### src/hw/gpmc_pkg.sv
// constants for the global performance-monitor control block
package gpmc_pkg;
  localparam int unsigned GPMC_ADDR_W = 12;
  localparam logic [11:0] GPMC_OFS_CONTROL = 12'hc00;
  localparam logic [11:0] GPMC_OFS_STATUS = 12'hc01;
  localparam logic [11:0] GPMC_OFS_CONFIG = 12'hc06;
  localparam int unsigned GPMC_FREEZE_BIT = 31;
  localparam int unsigned GPMC_WAKE_BIT = 30;
  localparam int unsigned GPMC_UNFREEZE_BIT = 29;
  localparam int unsigned GPMC_MASK_W = 15;
  localparam int unsigned GPMC_STATUS_W = 27;
  localparam int unsigned GPMC_OVF_CYCLE_BIT = 0;
  localparam int unsigned GPMC_OVF_GLOBAL_BIT = 1;
  localparam int unsigned GPMC_OVF_POWER_BIT = 2;
  localparam int unsigned GPMC_OVF_CACHE_LSB = 3;
  localparam int unsigned GPMC_OVF_HOME0_BIT = 18;
  localparam int unsigned GPMC_OVF_HOME1_BIT = 19;
  localparam int unsigned GPMC_OVF_MEM0_BIT = 20;
  localparam int unsigned GPMC_OVF_MEM1_BIT = 21;
  localparam int unsigned GPMC_OVF_LINK0_BIT = 22;
  localparam int unsigned GPMC_OVF_LINK1_BIT = 23;
  localparam int unsigned GPMC_OVF_RING0_BIT = 24;
  localparam int unsigned GPMC_OVF_RING1_BIT = 25;
  localparam int unsigned GPMC_OVF_PCIE_BIT = 26;
  localparam int unsigned GPMC_NUMC_W = 4;
  localparam logic [3:0] GPMC_NUMC_RESET = 4'h8;
  localparam logic [14:0] GPMC_MASK_RESET = 15'h0000;
  localparam logic [26:0] GPMC_STATUS_RESET = 27'h0000000;
  typedef enum logic [1:0] {
    GPMC_DLV_IDLE = 2'b00,
    GPMC_DLV_WAKE = 2'b01,
    GPMC_DLV_SEND = 2'b10
  } gpmc_dlv_type;
endpackage : gpmc_pkg

### src/hw/gpmc_sticky.sv
// sticky write-one-to-clear flag bank, set wins over clear
`timescale 1ns/1ps
module gpmc_sticky #(
  parameter int unsigned WIDTH = 27
) (
  input wire logic core_clk_i,
  input wire logic nrst_i,
  input wire logic [WIDTH-1:0] set_i,
  input wire logic [WIDTH-1:0] clr_i,
  output logic [WIDTH-1:0] flags_o
);
  typedef struct packed {
    logic [WIDTH-1:0] flags;
  } gpmc_sticky_state_type;
  gpmc_sticky_state_type st_q;
  gpmc_sticky_state_type st_d;

  initial
  begin
    if (WIDTH < 1)
    begin
      $error("gpmc_sticky: WIDTH must be at least 1");
    end
  end

  always_comb
  begin
    st_d = st_q;
    st_d.flags = (st_q.flags & ~clr_i) | set_i;
  end

  always_ff @(posedge core_clk_i)
  begin
    if (!nrst_i)
    begin
      st_q.flags <= '0;
    end
    else
    begin
      st_q <= st_d;
    end
  end

  assign flags_o = st_q.flags;

  AST_SET_HOLDS: assert property (@(posedge core_clk_i) disable iff (!nrst_i)
    (set_i != '0) |=> ((flags_o & $past(set_i)) == $past(set_i)))
    else $error("a reported overflow was lost");
  AST_ZERO_WRITE_KEEPS: assert property (@(posedge core_clk_i) disable iff (!nrst_i)
    (clr_i == '0) |=> ((flags_o & $past(flags_o)) == $past(flags_o)))
    else $error("flag dropped without a clear");
endmodule : gpmc_sticky

### src/hw/gpmc_top.sv
// global performance-monitor control, status and interrupt steering
// Functional notes
// - control bit 31 write freezes all counters
// - control bit 29 write unfreezes all counters; bit 31 or an overflow in the same cycle wins
// - bit 30 selects waking sleeping cores first
// - bits 14:0 select interrupted cores; zero none
// - wake sleeping selected cores before interrupting
// - status accumulates and holds each overflow flag
// - writing one clears flag; zero keeps it
// - bits 26:18 ring, link, memory, home flags
// - bits 17:3 one flag per cache box
// - bit 2 flags power unit overflow
// - bit 1 flags global unit counter overflow
// - bit 0 flags global cycle counter overflow
// - config bits 3:0 count cache sets, reset 8
// - global flags first, then box status
// - simultaneous overflows are all recorded
// - box status bits clear by writing one
// - any overflow message asserts global freeze
// - an overflow message while delivery is idle interrupts selected cores; sleeping ones only when bit 30 is set
`timescale 1ns/1ps
module gpmc_top
  import gpmc_pkg::*;
#(
  parameter int unsigned NUM_CACHE = 15
) (
  input wire logic core_clk_i,
  input wire logic nrst_i,
  // register access port
  input wire logic reg_wr_i,
  input wire logic reg_rd_i,
  input wire logic [gpmc_pkg::GPMC_ADDR_W-1:0] reg_addr_i,
  input wire logic [31:0] reg_wdata_i,
  output logic [31:0] reg_rdata_o,
  // one-cycle overflow messages from the boxes
  input wire logic overflow_cycle_counter_i,
  input wire logic overflow_global_unit_i,
  input wire logic overflow_power_unit_i,
  input wire logic [NUM_CACHE-1:0] overflow_cache_boxes_i,
  input wire logic overflow_home_agent_0_i,
  input wire logic overflow_home_agent_1_i,
  input wire logic overflow_memctl_0_i,
  input wire logic overflow_memctl_1_i,
  input wire logic overflow_link_port_0_i,
  input wire logic overflow_link_port_1_i,
  input wire logic overflow_link_ring_stop_0_i,
  input wire logic overflow_link_ring_stop_1_i,
  input wire logic overflow_pcie_ring_stop_i,
  // core state and delivery
  input wire logic [gpmc_pkg::GPMC_MASK_W-1:0] core_awake_i,
  output logic [gpmc_pkg::GPMC_MASK_W-1:0] core_wake_o,
  output logic [gpmc_pkg::GPMC_MASK_W-1:0] core_interrupt_o,
  // box freeze control
  output logic freeze_all_o,
  output logic box_box_clear_unused_o
);
  import gpmc_pkg::*;

  initial
  begin
    if (NUM_CACHE < 1 || NUM_CACHE > 15)
    begin
      $error("gpmc_top: NUM_CACHE must be 1 to 15");
    end
    if (GPMC_OVF_CACHE_LSB + 15 != GPMC_OVF_HOME0_BIT)
    begin
      $error("gpmc_top: cache flags must end below the home agent flags");
    end
    if (GPMC_OVF_PCIE_BIT + 1 != GPMC_STATUS_W)
    begin
      $error("gpmc_top: pcie ring flag must be the top status bit");
    end
    if (GPMC_MASK_W != 15)
    begin
      $error("gpmc_top: core mask must be 15 bits");
    end
  end

  typedef struct packed {
    logic freeze;
    logic wake_before_interrupt;
    logic [GPMC_MASK_W-1:0] core_select;
    logic [GPMC_NUMC_W-1:0] num_cache_sets;
    logic [31:0] rdata;
    gpmc_dlv_type dlv;
    logic [GPMC_MASK_W-1:0] targets;
    logic [GPMC_MASK_W-1:0] wake;
    logic [GPMC_MASK_W-1:0] intr;
  } gpmc_state_type;

  gpmc_state_type st_q;
  gpmc_state_type st_d;

  logic [GPMC_STATUS_W-1:0] ovf_set;
  logic [GPMC_STATUS_W-1:0] ovf_clr;
  logic [GPMC_STATUS_W-1:0] ovf_flags;
  logic [14:0] cache_ext;
  logic any_overflow;
  logic wr_ctl;
  logic wr_cfg;
  logic wr_sts;
  logic [GPMC_MASK_W-1:0] pending_wake;

  ////////////////////////////////////////////////////////////////////////////
  // overflow collection

  assign cache_ext = 15'(overflow_cache_boxes_i);

  always_comb
  begin
    ovf_set = '0;
    ovf_set[GPMC_OVF_CYCLE_BIT] = overflow_cycle_counter_i;
    ovf_set[GPMC_OVF_GLOBAL_BIT] = overflow_global_unit_i;
    ovf_set[GPMC_OVF_POWER_BIT] = overflow_power_unit_i;
    ovf_set[GPMC_OVF_CACHE_LSB +: 15] = cache_ext;
    ovf_set[GPMC_OVF_HOME0_BIT] = overflow_home_agent_0_i;
    ovf_set[GPMC_OVF_HOME1_BIT] = overflow_home_agent_1_i;
    ovf_set[GPMC_OVF_MEM0_BIT] = overflow_memctl_0_i;
    ovf_set[GPMC_OVF_MEM1_BIT] = overflow_memctl_1_i;
    ovf_set[GPMC_OVF_LINK0_BIT] = overflow_link_port_0_i;
    ovf_set[GPMC_OVF_LINK1_BIT] = overflow_link_port_1_i;
    ovf_set[GPMC_OVF_RING0_BIT] = overflow_link_ring_stop_0_i;
    ovf_set[GPMC_OVF_RING1_BIT] = overflow_link_ring_stop_1_i;
    ovf_set[GPMC_OVF_PCIE_BIT] = overflow_pcie_ring_stop_i;
  end

  assign any_overflow = |ovf_set;
  assign wr_ctl = reg_wr_i && (reg_addr_i == GPMC_OFS_CONTROL);
  assign wr_sts = reg_wr_i && (reg_addr_i == GPMC_OFS_STATUS);
  assign wr_cfg = reg_wr_i && (reg_addr_i == GPMC_OFS_CONFIG);
  assign ovf_clr = wr_sts ? reg_wdata_i[GPMC_STATUS_W-1:0] : '0;

  // global summary flags; box-level flags live in each box
  gpmc_sticky #(
    .WIDTH(GPMC_STATUS_W)
  ) u_status (
    .core_clk_i(core_clk_i),
    .nrst_i(nrst_i),
    .set_i(ovf_set),
    .clr_i(ovf_clr),
    .flags_o(ovf_flags)
  );

  assign pending_wake = st_q.targets & ~core_awake_i;

  ////////////////////////////////////////////////////////////////////////////
  // next state

  always_comb
  begin
    st_d = st_q;
    st_d.wake = '0;
    st_d.intr = '0;
    if (wr_ctl)
    begin
      st_d.wake_before_interrupt = reg_wdata_i[GPMC_WAKE_BIT];
      st_d.core_select = reg_wdata_i[GPMC_MASK_W-1:0];
      if (reg_wdata_i[GPMC_UNFREEZE_BIT])
      begin
        st_d.freeze = 1'b0;
      end
      if (reg_wdata_i[GPMC_FREEZE_BIT])
      begin
        st_d.freeze = 1'b1;
      end
    end
    if (wr_cfg)
    begin
      st_d.num_cache_sets = reg_wdata_i[GPMC_NUMC_W-1:0];
    end
    if (any_overflow)
    begin
      st_d.freeze = 1'b1;
    end
    unique case (st_q.dlv)
      GPMC_DLV_IDLE:
      begin
        if (any_overflow && (st_q.core_select != '0))
        begin
          st_d.targets = st_q.core_select;
          st_d.dlv = st_q.wake_before_interrupt ? GPMC_DLV_WAKE : GPMC_DLV_SEND;
        end
      end
      GPMC_DLV_WAKE:
      begin
        st_d.wake = pending_wake;
        if (pending_wake == '0)
        begin
          st_d.dlv = GPMC_DLV_SEND;
        end
      end
      GPMC_DLV_SEND:
      begin
        // awake-only delivery when the wake option is clear
        st_d.intr = st_q.targets & core_awake_i;
        st_d.dlv = GPMC_DLV_IDLE;
      end
      default:
      begin
        st_d.dlv = GPMC_DLV_IDLE;
      end
    endcase
    st_d.rdata = '0;
    if (reg_rd_i)
    begin
      unique case (reg_addr_i)
        GPMC_OFS_CONTROL:
        begin
          // freeze and unfreeze bits read zero
          st_d.rdata[GPMC_WAKE_BIT] = st_q.wake_before_interrupt;
          st_d.rdata[GPMC_MASK_W-1:0] = st_q.core_select;
        end
        GPMC_OFS_STATUS:
        begin
          st_d.rdata[GPMC_STATUS_W-1:0] = ovf_flags;
        end
        GPMC_OFS_CONFIG:
        begin
          st_d.rdata[GPMC_NUMC_W-1:0] = st_q.num_cache_sets;
        end
        default:
        begin
          st_d.rdata = '0;
        end
      endcase
    end
  end

  always_ff @(posedge core_clk_i)
  begin
    if (!nrst_i)
    begin
      st_q.freeze <= 1'b0;
      st_q.wake_before_interrupt <= 1'b0;
      st_q.core_select <= GPMC_MASK_RESET;
      st_q.num_cache_sets <= GPMC_NUMC_RESET;
      st_q.rdata <= '0;
      st_q.dlv <= GPMC_DLV_IDLE;
      st_q.targets <= '0;
      st_q.wake <= '0;
      st_q.intr <= '0;
    end
    else
    begin
      st_q <= st_d;
    end
  end

  assign reg_rdata_o = st_q.rdata;
  assign freeze_all_o = st_q.freeze;
  assign core_wake_o = st_q.wake;
  assign core_interrupt_o = st_q.intr;
  assign box_box_clear_unused_o = 1'b0;

  ////////////////////////////////////////////////////////////////////////////
  // checks

  AST_FREEZE_WIN: assert property (@(posedge core_clk_i) disable iff (!nrst_i)
    (wr_ctl && reg_wdata_i[GPMC_FREEZE_BIT]) |=> freeze_all_o)
    else $error("freeze lost against unfreeze");
  AST_UNFREEZE: assert property (@(posedge core_clk_i) disable iff (!nrst_i)
    (wr_ctl && reg_wdata_i[GPMC_UNFREEZE_BIT] && !reg_wdata_i[GPMC_FREEZE_BIT]
     && !any_overflow) |=> !freeze_all_o)
    else $error("unfreeze did not resume counting");
  AST_OVF_FREEZE: assert property (@(posedge core_clk_i) disable iff (!nrst_i)
    any_overflow |=> freeze_all_o)
    else $error("overflow did not freeze");
  AST_STICKY_CACHE: assert property (@(posedge core_clk_i) disable iff (!nrst_i)
    overflow_cache_boxes_i[0] |=> ovf_flags[GPMC_OVF_CACHE_LSB])
    else $error("cache flag not set");
  AST_PCIE_FLAG: assert property (@(posedge core_clk_i) disable iff (!nrst_i)
    overflow_pcie_ring_stop_i |=> ovf_flags[GPMC_OVF_PCIE_BIT])
    else $error("pcie ring flag not set");
  AST_CYCLE_FLAG: assert property (@(posedge core_clk_i) disable iff (!nrst_i)
    overflow_cycle_counter_i |=> ovf_flags[GPMC_OVF_CYCLE_BIT])
    else $error("cycle flag not set");
  AST_CLEAR: assert property (@(posedge core_clk_i) disable iff (!nrst_i)
    (wr_sts && reg_wdata_i[GPMC_OVF_POWER_BIT] && !overflow_power_unit_i)
    |=> !ovf_flags[GPMC_OVF_POWER_BIT])
    else $error("write one did not clear");
  AST_NO_MASK: assert property (@(posedge core_clk_i) disable iff (!nrst_i)
    (st_q.dlv == GPMC_DLV_IDLE && st_q.core_select == '0) |=> core_interrupt_o == '0)
    else $error("interrupt with empty mask");
  AST_INTR_IN_MASK: assert property (@(posedge core_clk_i) disable iff (!nrst_i)
    (core_interrupt_o & ~$past(st_q.targets)) == '0)
    else $error("interrupt outside selected cores");
  AST_WAKE_FIRST: assert property (@(posedge core_clk_i) disable iff (!nrst_i)
    (st_q.dlv == GPMC_DLV_WAKE) |=> (core_interrupt_o == '0))
    else $error("interrupt before wake done");
  AST_CFG_RESET: assert property (@(posedge core_clk_i)
    !nrst_i |=> st_q.num_cache_sets == GPMC_NUMC_RESET)
    else $error("config count reset wrong");
  AST_RD_WO_ZERO: assert property (@(posedge core_clk_i) disable iff (!nrst_i)
    (reg_rd_i && reg_addr_i == GPMC_OFS_CONTROL) |=> reg_rdata_o[31] == 1'b0
    && reg_rdata_o[29] == 1'b0)
    else $error("write-only bit read nonzero");

  // flags, delivery and register contents
  AST_POWER_FLAG: assert property (@(posedge core_clk_i) disable iff (!nrst_i)
    overflow_power_unit_i |=> ovf_flags[GPMC_OVF_POWER_BIT])
    else $error("power unit flag not set");
  AST_GLOBAL_FLAG: assert property (@(posedge core_clk_i) disable iff (!nrst_i)
    overflow_global_unit_i |=> ovf_flags[GPMC_OVF_GLOBAL_BIT])
    else $error("global unit flag not set");
  AST_HOME_FLAG: assert property (@(posedge core_clk_i) disable iff (!nrst_i)
    overflow_home_agent_0_i |=> ovf_flags[GPMC_OVF_HOME0_BIT])
    else $error("home agent flag not set");
  AST_CACHE_TOP: assert property (@(posedge core_clk_i) disable iff (!nrst_i)
    overflow_cache_boxes_i[NUM_CACHE-1] |=> ovf_flags[GPMC_OVF_CACHE_LSB+NUM_CACHE-1])
    else $error("last cache flag not set");
  AST_CACHE_CLEAR: assert property (@(posedge core_clk_i) disable iff (!nrst_i)
    (wr_sts && reg_wdata_i[GPMC_OVF_CACHE_LSB] && !overflow_cache_boxes_i[0])
    |=> !ovf_flags[GPMC_OVF_CACHE_LSB])
    else $error("cache flag not cleared by write one");
  AST_SEND_AWAKE: assert property (@(posedge core_clk_i) disable iff (!nrst_i)
    (st_q.dlv == GPMC_DLV_SEND) |=> ((core_interrupt_o & ~$past(core_awake_i)) == '0))
    else $error("interrupt sent to a sleeping core");
  AST_WAKE_ASLEEP: assert property (@(posedge core_clk_i) disable iff (!nrst_i)
    (st_q.dlv == GPMC_DLV_WAKE)
    |=> (core_wake_o == ($past(st_q.targets) & ~$past(core_awake_i))))
    else $error("wake not sent to every sleeping target");
  AST_WAKE_ONLY: assert property (@(posedge core_clk_i) disable iff (!nrst_i)
    (st_q.dlv != GPMC_DLV_WAKE) |=> (core_wake_o == '0))
    else $error("wake outside the wake phase");
  AST_DELIVER: assert property (@(posedge core_clk_i) disable iff (!nrst_i)
    (st_q.dlv == GPMC_DLV_IDLE && any_overflow && st_q.core_select != '0
     && !st_q.wake_before_interrupt)
    |=> ##1 (core_interrupt_o == ($past(st_q.core_select, 2) & $past(core_awake_i))))
    else $error("overflow interrupt not delivered");
  AST_MASK_LOAD: assert property (@(posedge core_clk_i) disable iff (!nrst_i)
    wr_ctl |=> (st_q.core_select == $past(reg_wdata_i[GPMC_MASK_W-1:0])))
    else $error("core mask not loaded");
  AST_CONTROL_READ: assert property (@(posedge core_clk_i) disable iff (!nrst_i)
    (reg_rd_i && reg_addr_i == GPMC_OFS_CONTROL)
    |=> (reg_rdata_o[GPMC_WAKE_BIT] == $past(st_q.wake_before_interrupt)))
    else $error("wake option read wrong");
  AST_CFG_WRITE: assert property (@(posedge core_clk_i) disable iff (!nrst_i)
    wr_cfg |=> (st_q.num_cache_sets == $past(reg_wdata_i[GPMC_NUMC_W-1:0])))
    else $error("config count not written");
  AST_CFG_READ: assert property (@(posedge core_clk_i) disable iff (!nrst_i)
    (reg_rd_i && reg_addr_i == GPMC_OFS_CONFIG)
    |=> (reg_rdata_o == 32'($past(st_q.num_cache_sets))))
    else $error("config count read wrong");
  AST_STATUS_READ: assert property (@(posedge core_clk_i) disable iff (!nrst_i)
    (reg_rd_i && reg_addr_i == GPMC_OFS_STATUS) |=> (reg_rdata_o == 32'($past(ovf_flags))))
    else $error("status flags read wrong");
endmodule : gpmc_top

### config.mk
export PLATFORM = sky130hd
export DESIGN_NAME = gpmc_top
export DESIGN_NICKNAME = d
export VERILOG_FILES = /design/src/hw/gpmc_pkg.sv /design/src/hw/gpmc_sticky.sv /design/src/hw/gpmc_top.sv
export SDC_FILE = /design/constraint.sdc
export NUM_CORES = 1
export LEC_CHECK = 0
export ABC_AREA = 1
export CELL_PAD_IN_SITES_DETAIL_PLACEMENT = 1
export CELL_PAD_IN_SITES_GLOBAL_PLACEMENT = 1
export CORE_MARGIN = 3
export CORE_UTILIZATION = 42
export CTS_BUF_LIST = sky130_fd_sc_hd__clkbuf_8
export CTS_CLUSTER_SIZE = 25
export DETAILED_ROUTE_END_ITERATION = 8
export DONT_BUFFER_PORTS = 1
export HOLD_SLACK_MARGIN = 0.08
export PLACE_DENSITY = 0.75
export SLEW_MARGIN = 10
export SYNTH_ARGS = -nofsm -noshare
export SYNTH_HDL_FRONTEND = slang
export SYNTH_SLANG_ARGS = --single-unit
export TNS_END_PERCENT = 100
### constraint.sdc
create_clock -name core_clk_i -period 1.15 [get_ports core_clk_i]
set_input_delay 0.115 -clock core_clk_i [delete_from_list [all_inputs] [get_ports core_clk_i]]
set_output_delay 0.115 -clock core_clk_i [all_outputs]
set_load 0.1 [all_outputs]
; ---- Word level (Yosys, flattened, before mapping)
; Index checks and enable logic that the tools add are counted.
[op_classes]
bitwise = 6
eq_ne = 7
muxes = 11
n_reduce_logical = 18
[ops]
columns = cell, count
row1 = $eq 12x12->1 const B, 3
row2 = $mux 17, 2
row3 = $and 15x15->15, 2
row4 = $and 27x27->27, 1
row5 = $mux 27, 1
row6 = $not 27->27, 1
row7 = $or 27x27->27, 1
row8 = $reduce_or 27->1, 1
row9 = $pmux 11 s2, 1
row10 = $logic_not 15->1, 1
row11 = $not 15->15, 1
row12 = $reduce_bool 15->1, 1
row13 = $pmux 4 s3, 1
row14 = $reduce_and 2->1, 6
row15 = $reduce_and 3->1, 2
row16 = $logic_and 1x1->1, 4
row17 = $mux 2, 2
row18 = $ne 2x2->1 const B, 2
row19 = $pmux 2 s2, 1
row20 = $mux 1, 3
row21 = $reduce_bool 3->1, 1
row22 = $eq 2x1->1 const B, 1
row23 = $eq 2x2->1 const B, 1
row24 = $logic_not 2->1, 1
row25 = $reduce_bool 2->1, 1
[word_totals]
register_bits = 127

; ---- Depth between registers and ports, before layout
[depth]
word_depth = 6
depth_mapped = 11

; ---- Hierarchy
; Synthesis repeated with hierarchy kept, for this count alone.
[hier_totals]
hier_cells = 785
area_unflattened_um2 = 5835.6
[by_module_without_submodules]
columns = module, cells_each, n_inst, area_per_inst_um2
row1 = gpmc_top, 647, 1, 4754.6
row2 = gpmc_sticky, 138, 1, 1081.0

; ---- Worst setup path before layout
; No wires, ideal clock.
[synth_timing]
path_type = reg-to-reg
startpoint = register, netlist name freeze_all_o
endpoint = register st_q (netlist bit freeze_all_o)
stages_incl_launch_ff = 3
required_ns = 1.079
arrival_ns = 1.276
setup_slack_ns = -0.197
path_cell_list = dfxtp_1 o21ai_0 a21oi_1
[synth_lines]
columns = element, line
row1 = to (signal assigned), gpmc_top.sv:245  ; st_q <= st_d;
row2 = to (decl), gpmc_top.sv:91  ; gpmc_state_type st_q;

; ---- Final worst setup path
[layout_timing]
startpoint = input port reg_addr_i[1] (netlist name)
endpoint = register st_q[81] (netlist name)
[layout_via]
elab_chain_len = 2
[layout_lines]
columns = element, line
row1 = from (decl), gpmc_top.sv:32  ; input wire logic [gpmc_pkg::GPMC_ADDR_W-1:0] reg_addr_i,
row2 = $eq 12x12->1, gpmc_top.sv:130  ; assign wr_cfg = reg_wr_i && (reg_addr_i == GPMC_OFS_CONFIG);
row3 = $logic_and 1x1->1, gpmc_top.sv:130
; Every way passes these cells.
; A chain may end at the register's enable or synchronous reset.

==> impl_metrics.json <==
{
  "synthTopCellsByArea": "dfxtp_1, buf_4, inv_1",
  "placed_cells": 899,
  "violations": "negative setup slack",
  "port_buffers": 0,
  "switchingPower_mw": 2.16,
  "yosys.cell_types.count": 26,
  "grt-ovfl-total": 0,
  "p_total_mw": 8.90,
  "avgSynthCellArea_um2": 7.55,
  "synth_edf_count": 0,
  "grt_pass1_vias": 5395,
  "clockBufferDepth": 2,
  "final_nets": 928,
  "ctsRootBufferMaster": "clkbuf_8",
  "grt_usage_pct": 24.9,
  "die_x_um": 118,
  "rsz0062_at_grt": "yes",
  "placed_area_mm2": 0.00585,
  "drv_slew": 0,
  "hp-class": "primary input to flop",
  "rows": 40,
  "dieArea_mm2": 0.0139,
  "vias": 5092,
  "first_pass_iters": 5,
  "ys_seq_elements": 123,
  "whs_ps": 99.6,
  "synth_top_area_cell": "dfxtp_1",
  "finalClockSkew_ps": 13.0,
  "grt_max_degree": 39,
  "layout-drive-gt1-share_pct": 30.6,
  "path_class": "primary input to flop",
  "reg2reg_depth": 10,
  "synthCells": 697,
  "ys.flop_type": "dfxtp_1",
  "synth_common_cells": "dfxtp_1, inv_1, nor2_1",
  "cts_tree": "yes",
  "cts_buffers": 17,
  "ios": 154,
  "drt_iter0_markers": 257,
  "ant_nets": 0,
  "yosysWarnings": 0,
  "arrival_ps": 1690,
  "start_kind": "primary input",
  "worstSetupEndpointType": "flop",
  "p_leak_nw": 3.38,
  "finalCritPeriodShare_pct": 119,
  "synth.top_cell.area_share_pct": 46.8,
  "drv_cap": 0,
  "layoutNonFillerInstCount": 1022,
  "required_ps": 1470,
  "p_seq_share_pct": 49.3,
  "finalHoldViolations": 0,
  "avgViaCountPerCell": 4.98,
  "grt_pass1_wl_um": 27600,
  "insertion_delay_ps": 440,
  "period_minus_slack_ps": 1370,
  "ir_worst_vdd_mv": 0.791,
  "critPathMaxFanout": 7,
  "antenna_found_initial": 1,
  "setup_viol": 23,
  "syn_area_mm2": 0.00526,
  "p_clk_share_pct": 42.9,
  "fill_cells": 1414,
  "htree_levels": 4,
  "clk_pin_slew_worst_paths_ps": 70,
  "holdPathStages": 4,
  "routedWlPerCell_um": 19.1,
  "final_util_pct": 63.6,
  "p_comb_share_pct": 7.9,
  "dp_hpwl_um": 10600,
  "routed_wl_um": 19500,
  "intPower_mw": 6.75,
  "coreArea_mm2": 0.0121,
  "design_area_mm2": 0.00770,
  "run_status": "finished, violations left",
  "area_growth_pct": 46.3,
  "yosysSeqAreaShare_pct": 46.8,
  "worst_slack_ps": -223,
  "drc": 0,
  "pwr_density_cell_mw_per_mm2": 1160,
  "async_reset_ff_share_pct": 0,
  "p_sw_share_pct": 24.2,
  "cts_sinks": 123,
  "fmax_mhz": 728,
  "gp_congestion": 0.807,
  "start_util_pct": 43.5,
  "die_h_um": 118,
  "yosysMostFrequentCell": "dfxtp_1"
}
## routing by layer
metal / track usage, % / part of all wire, % / vias to the layer above
met5: 0 / 0 / -
met4: 12.2 / 4.7 / 0
met3: 7.21 / 5.3 / 75
met2: 45.6 / 53 / 211
met1: 25.9 / 37 / 2444
li1: - / - / 2362
## power by group through the flow
| stage | registers, mW | logic, mW | clock network [mW] |
|---|---|---|---|
| 6_report | 4.39 | 0.699 | 3.82 |
| 5_1_grt | 4.39 | 0.744 | 4.06 |
| 4_1_cts | 4.38 | 0.585 | 3.82 |
| 3_5_place_dp | 4.47 | 0.348 | 0 |
| 3_3_place_gp | 4.47 | 0.334 | 0 |
| 2_1_floorplan | 4.48 | 0.295 | 0 |
## critical path, cell delays in order
cell           delay [ps]
inv_1                  40
nor4_1                280
dlygate4sd3_1         650
nand3_1               240
o21ai_0               290
a21oi_1                60
## final timing paths
kind | from | to | slack (ps)
worst max-delay path | reg_addr_i[1] | st_q[81]$_SDFFE_PN0P_ | -220
worst min-delay path | nrst_i | st_q[31]$_SDFFE_PN0P_ | 100
worst max register to register | st_q[89]$_SDFFE_PN0P_ | st_q[32]$_SDFFE_PN0P_ | -220
worst min register to register | u_status.flags_o[21]$_SDFF_PN0_ | reg_rdata_o[21]$_SDFF_PN0_ | 460
## state kept, by name, indices dropped and copies added (netlist names)
register,flops
u_status.flags_o,27
core_wake_o,15
reg_rdata_o,28
freeze_all_o,1
st_q,37
core_interrupt_o,15
## through the flow
stage          setup slack (ps)  TNS [ps]
3_5_place_dp               -274    -11010
2_1_floorplan             -30.1      -329
6_report                   -223     -4000
5_1_grt                    -325     -5500
4_1_cts                    -125     -1780
3_3_place_gp               -235     -6520
## layout make-up
cell class / count / area (um2) / area share, %
multi-input combinational: 383 / 1940 / 25.2
clock buffer: 21 / 289 / 3.75
clock inverter: 11 / 103 / 1.33
sequential: 123 / 2500 / 32.4
inverter: 112 / 440 / 5.72
antenna: 3 / 7.51 / 0.0975
tap: 168 / 210 / 2.73
timing repair buffer: 201 / 2210 / 28.7
## cells by family (layout without fill, tap and decap cells)
| logic type | after synthesis | after routing | synth area share, % |
|---|---|---|---|
| and+or+nand+nor | 288 | 289 | 24.0 |
| DFF | 123 | 123 | 46.8 |
| AOI/OAI and AO/OA | 89 | 89 | 9.80 |
| buffers and inverters | 196 | 345 | 19.3 |
| other | 1 | 8 | 0.0713 |
## timing repair
item                       CTS  global route
resized for setup           90            65
hold endpoints to repair   106            51
setup buffers                2             3
pin swaps                    8            19
hold buffers                74             9
cloned                       1             0
setup endpoints to repair   76            81
## layout by cell type (no fill, tap or decap), drive strengths merged, types with 2 or more instances in the layout
cell type,synthesis,routed
clkbuf,12,21
nand4,2,2
dfxtp,123,123
nand2,110,111
buf,72,121
o21ai,39,39
nor3,21,21
inv,112,116
nor2,113,113
conb,1,5
clkinv,0,4
nand3,41,41
bufinv,0,2
diode,0,3
a21oi,49,49
dlygate4sd3,0,80
No activity file was read; power rests on OpenSTA's default activity.
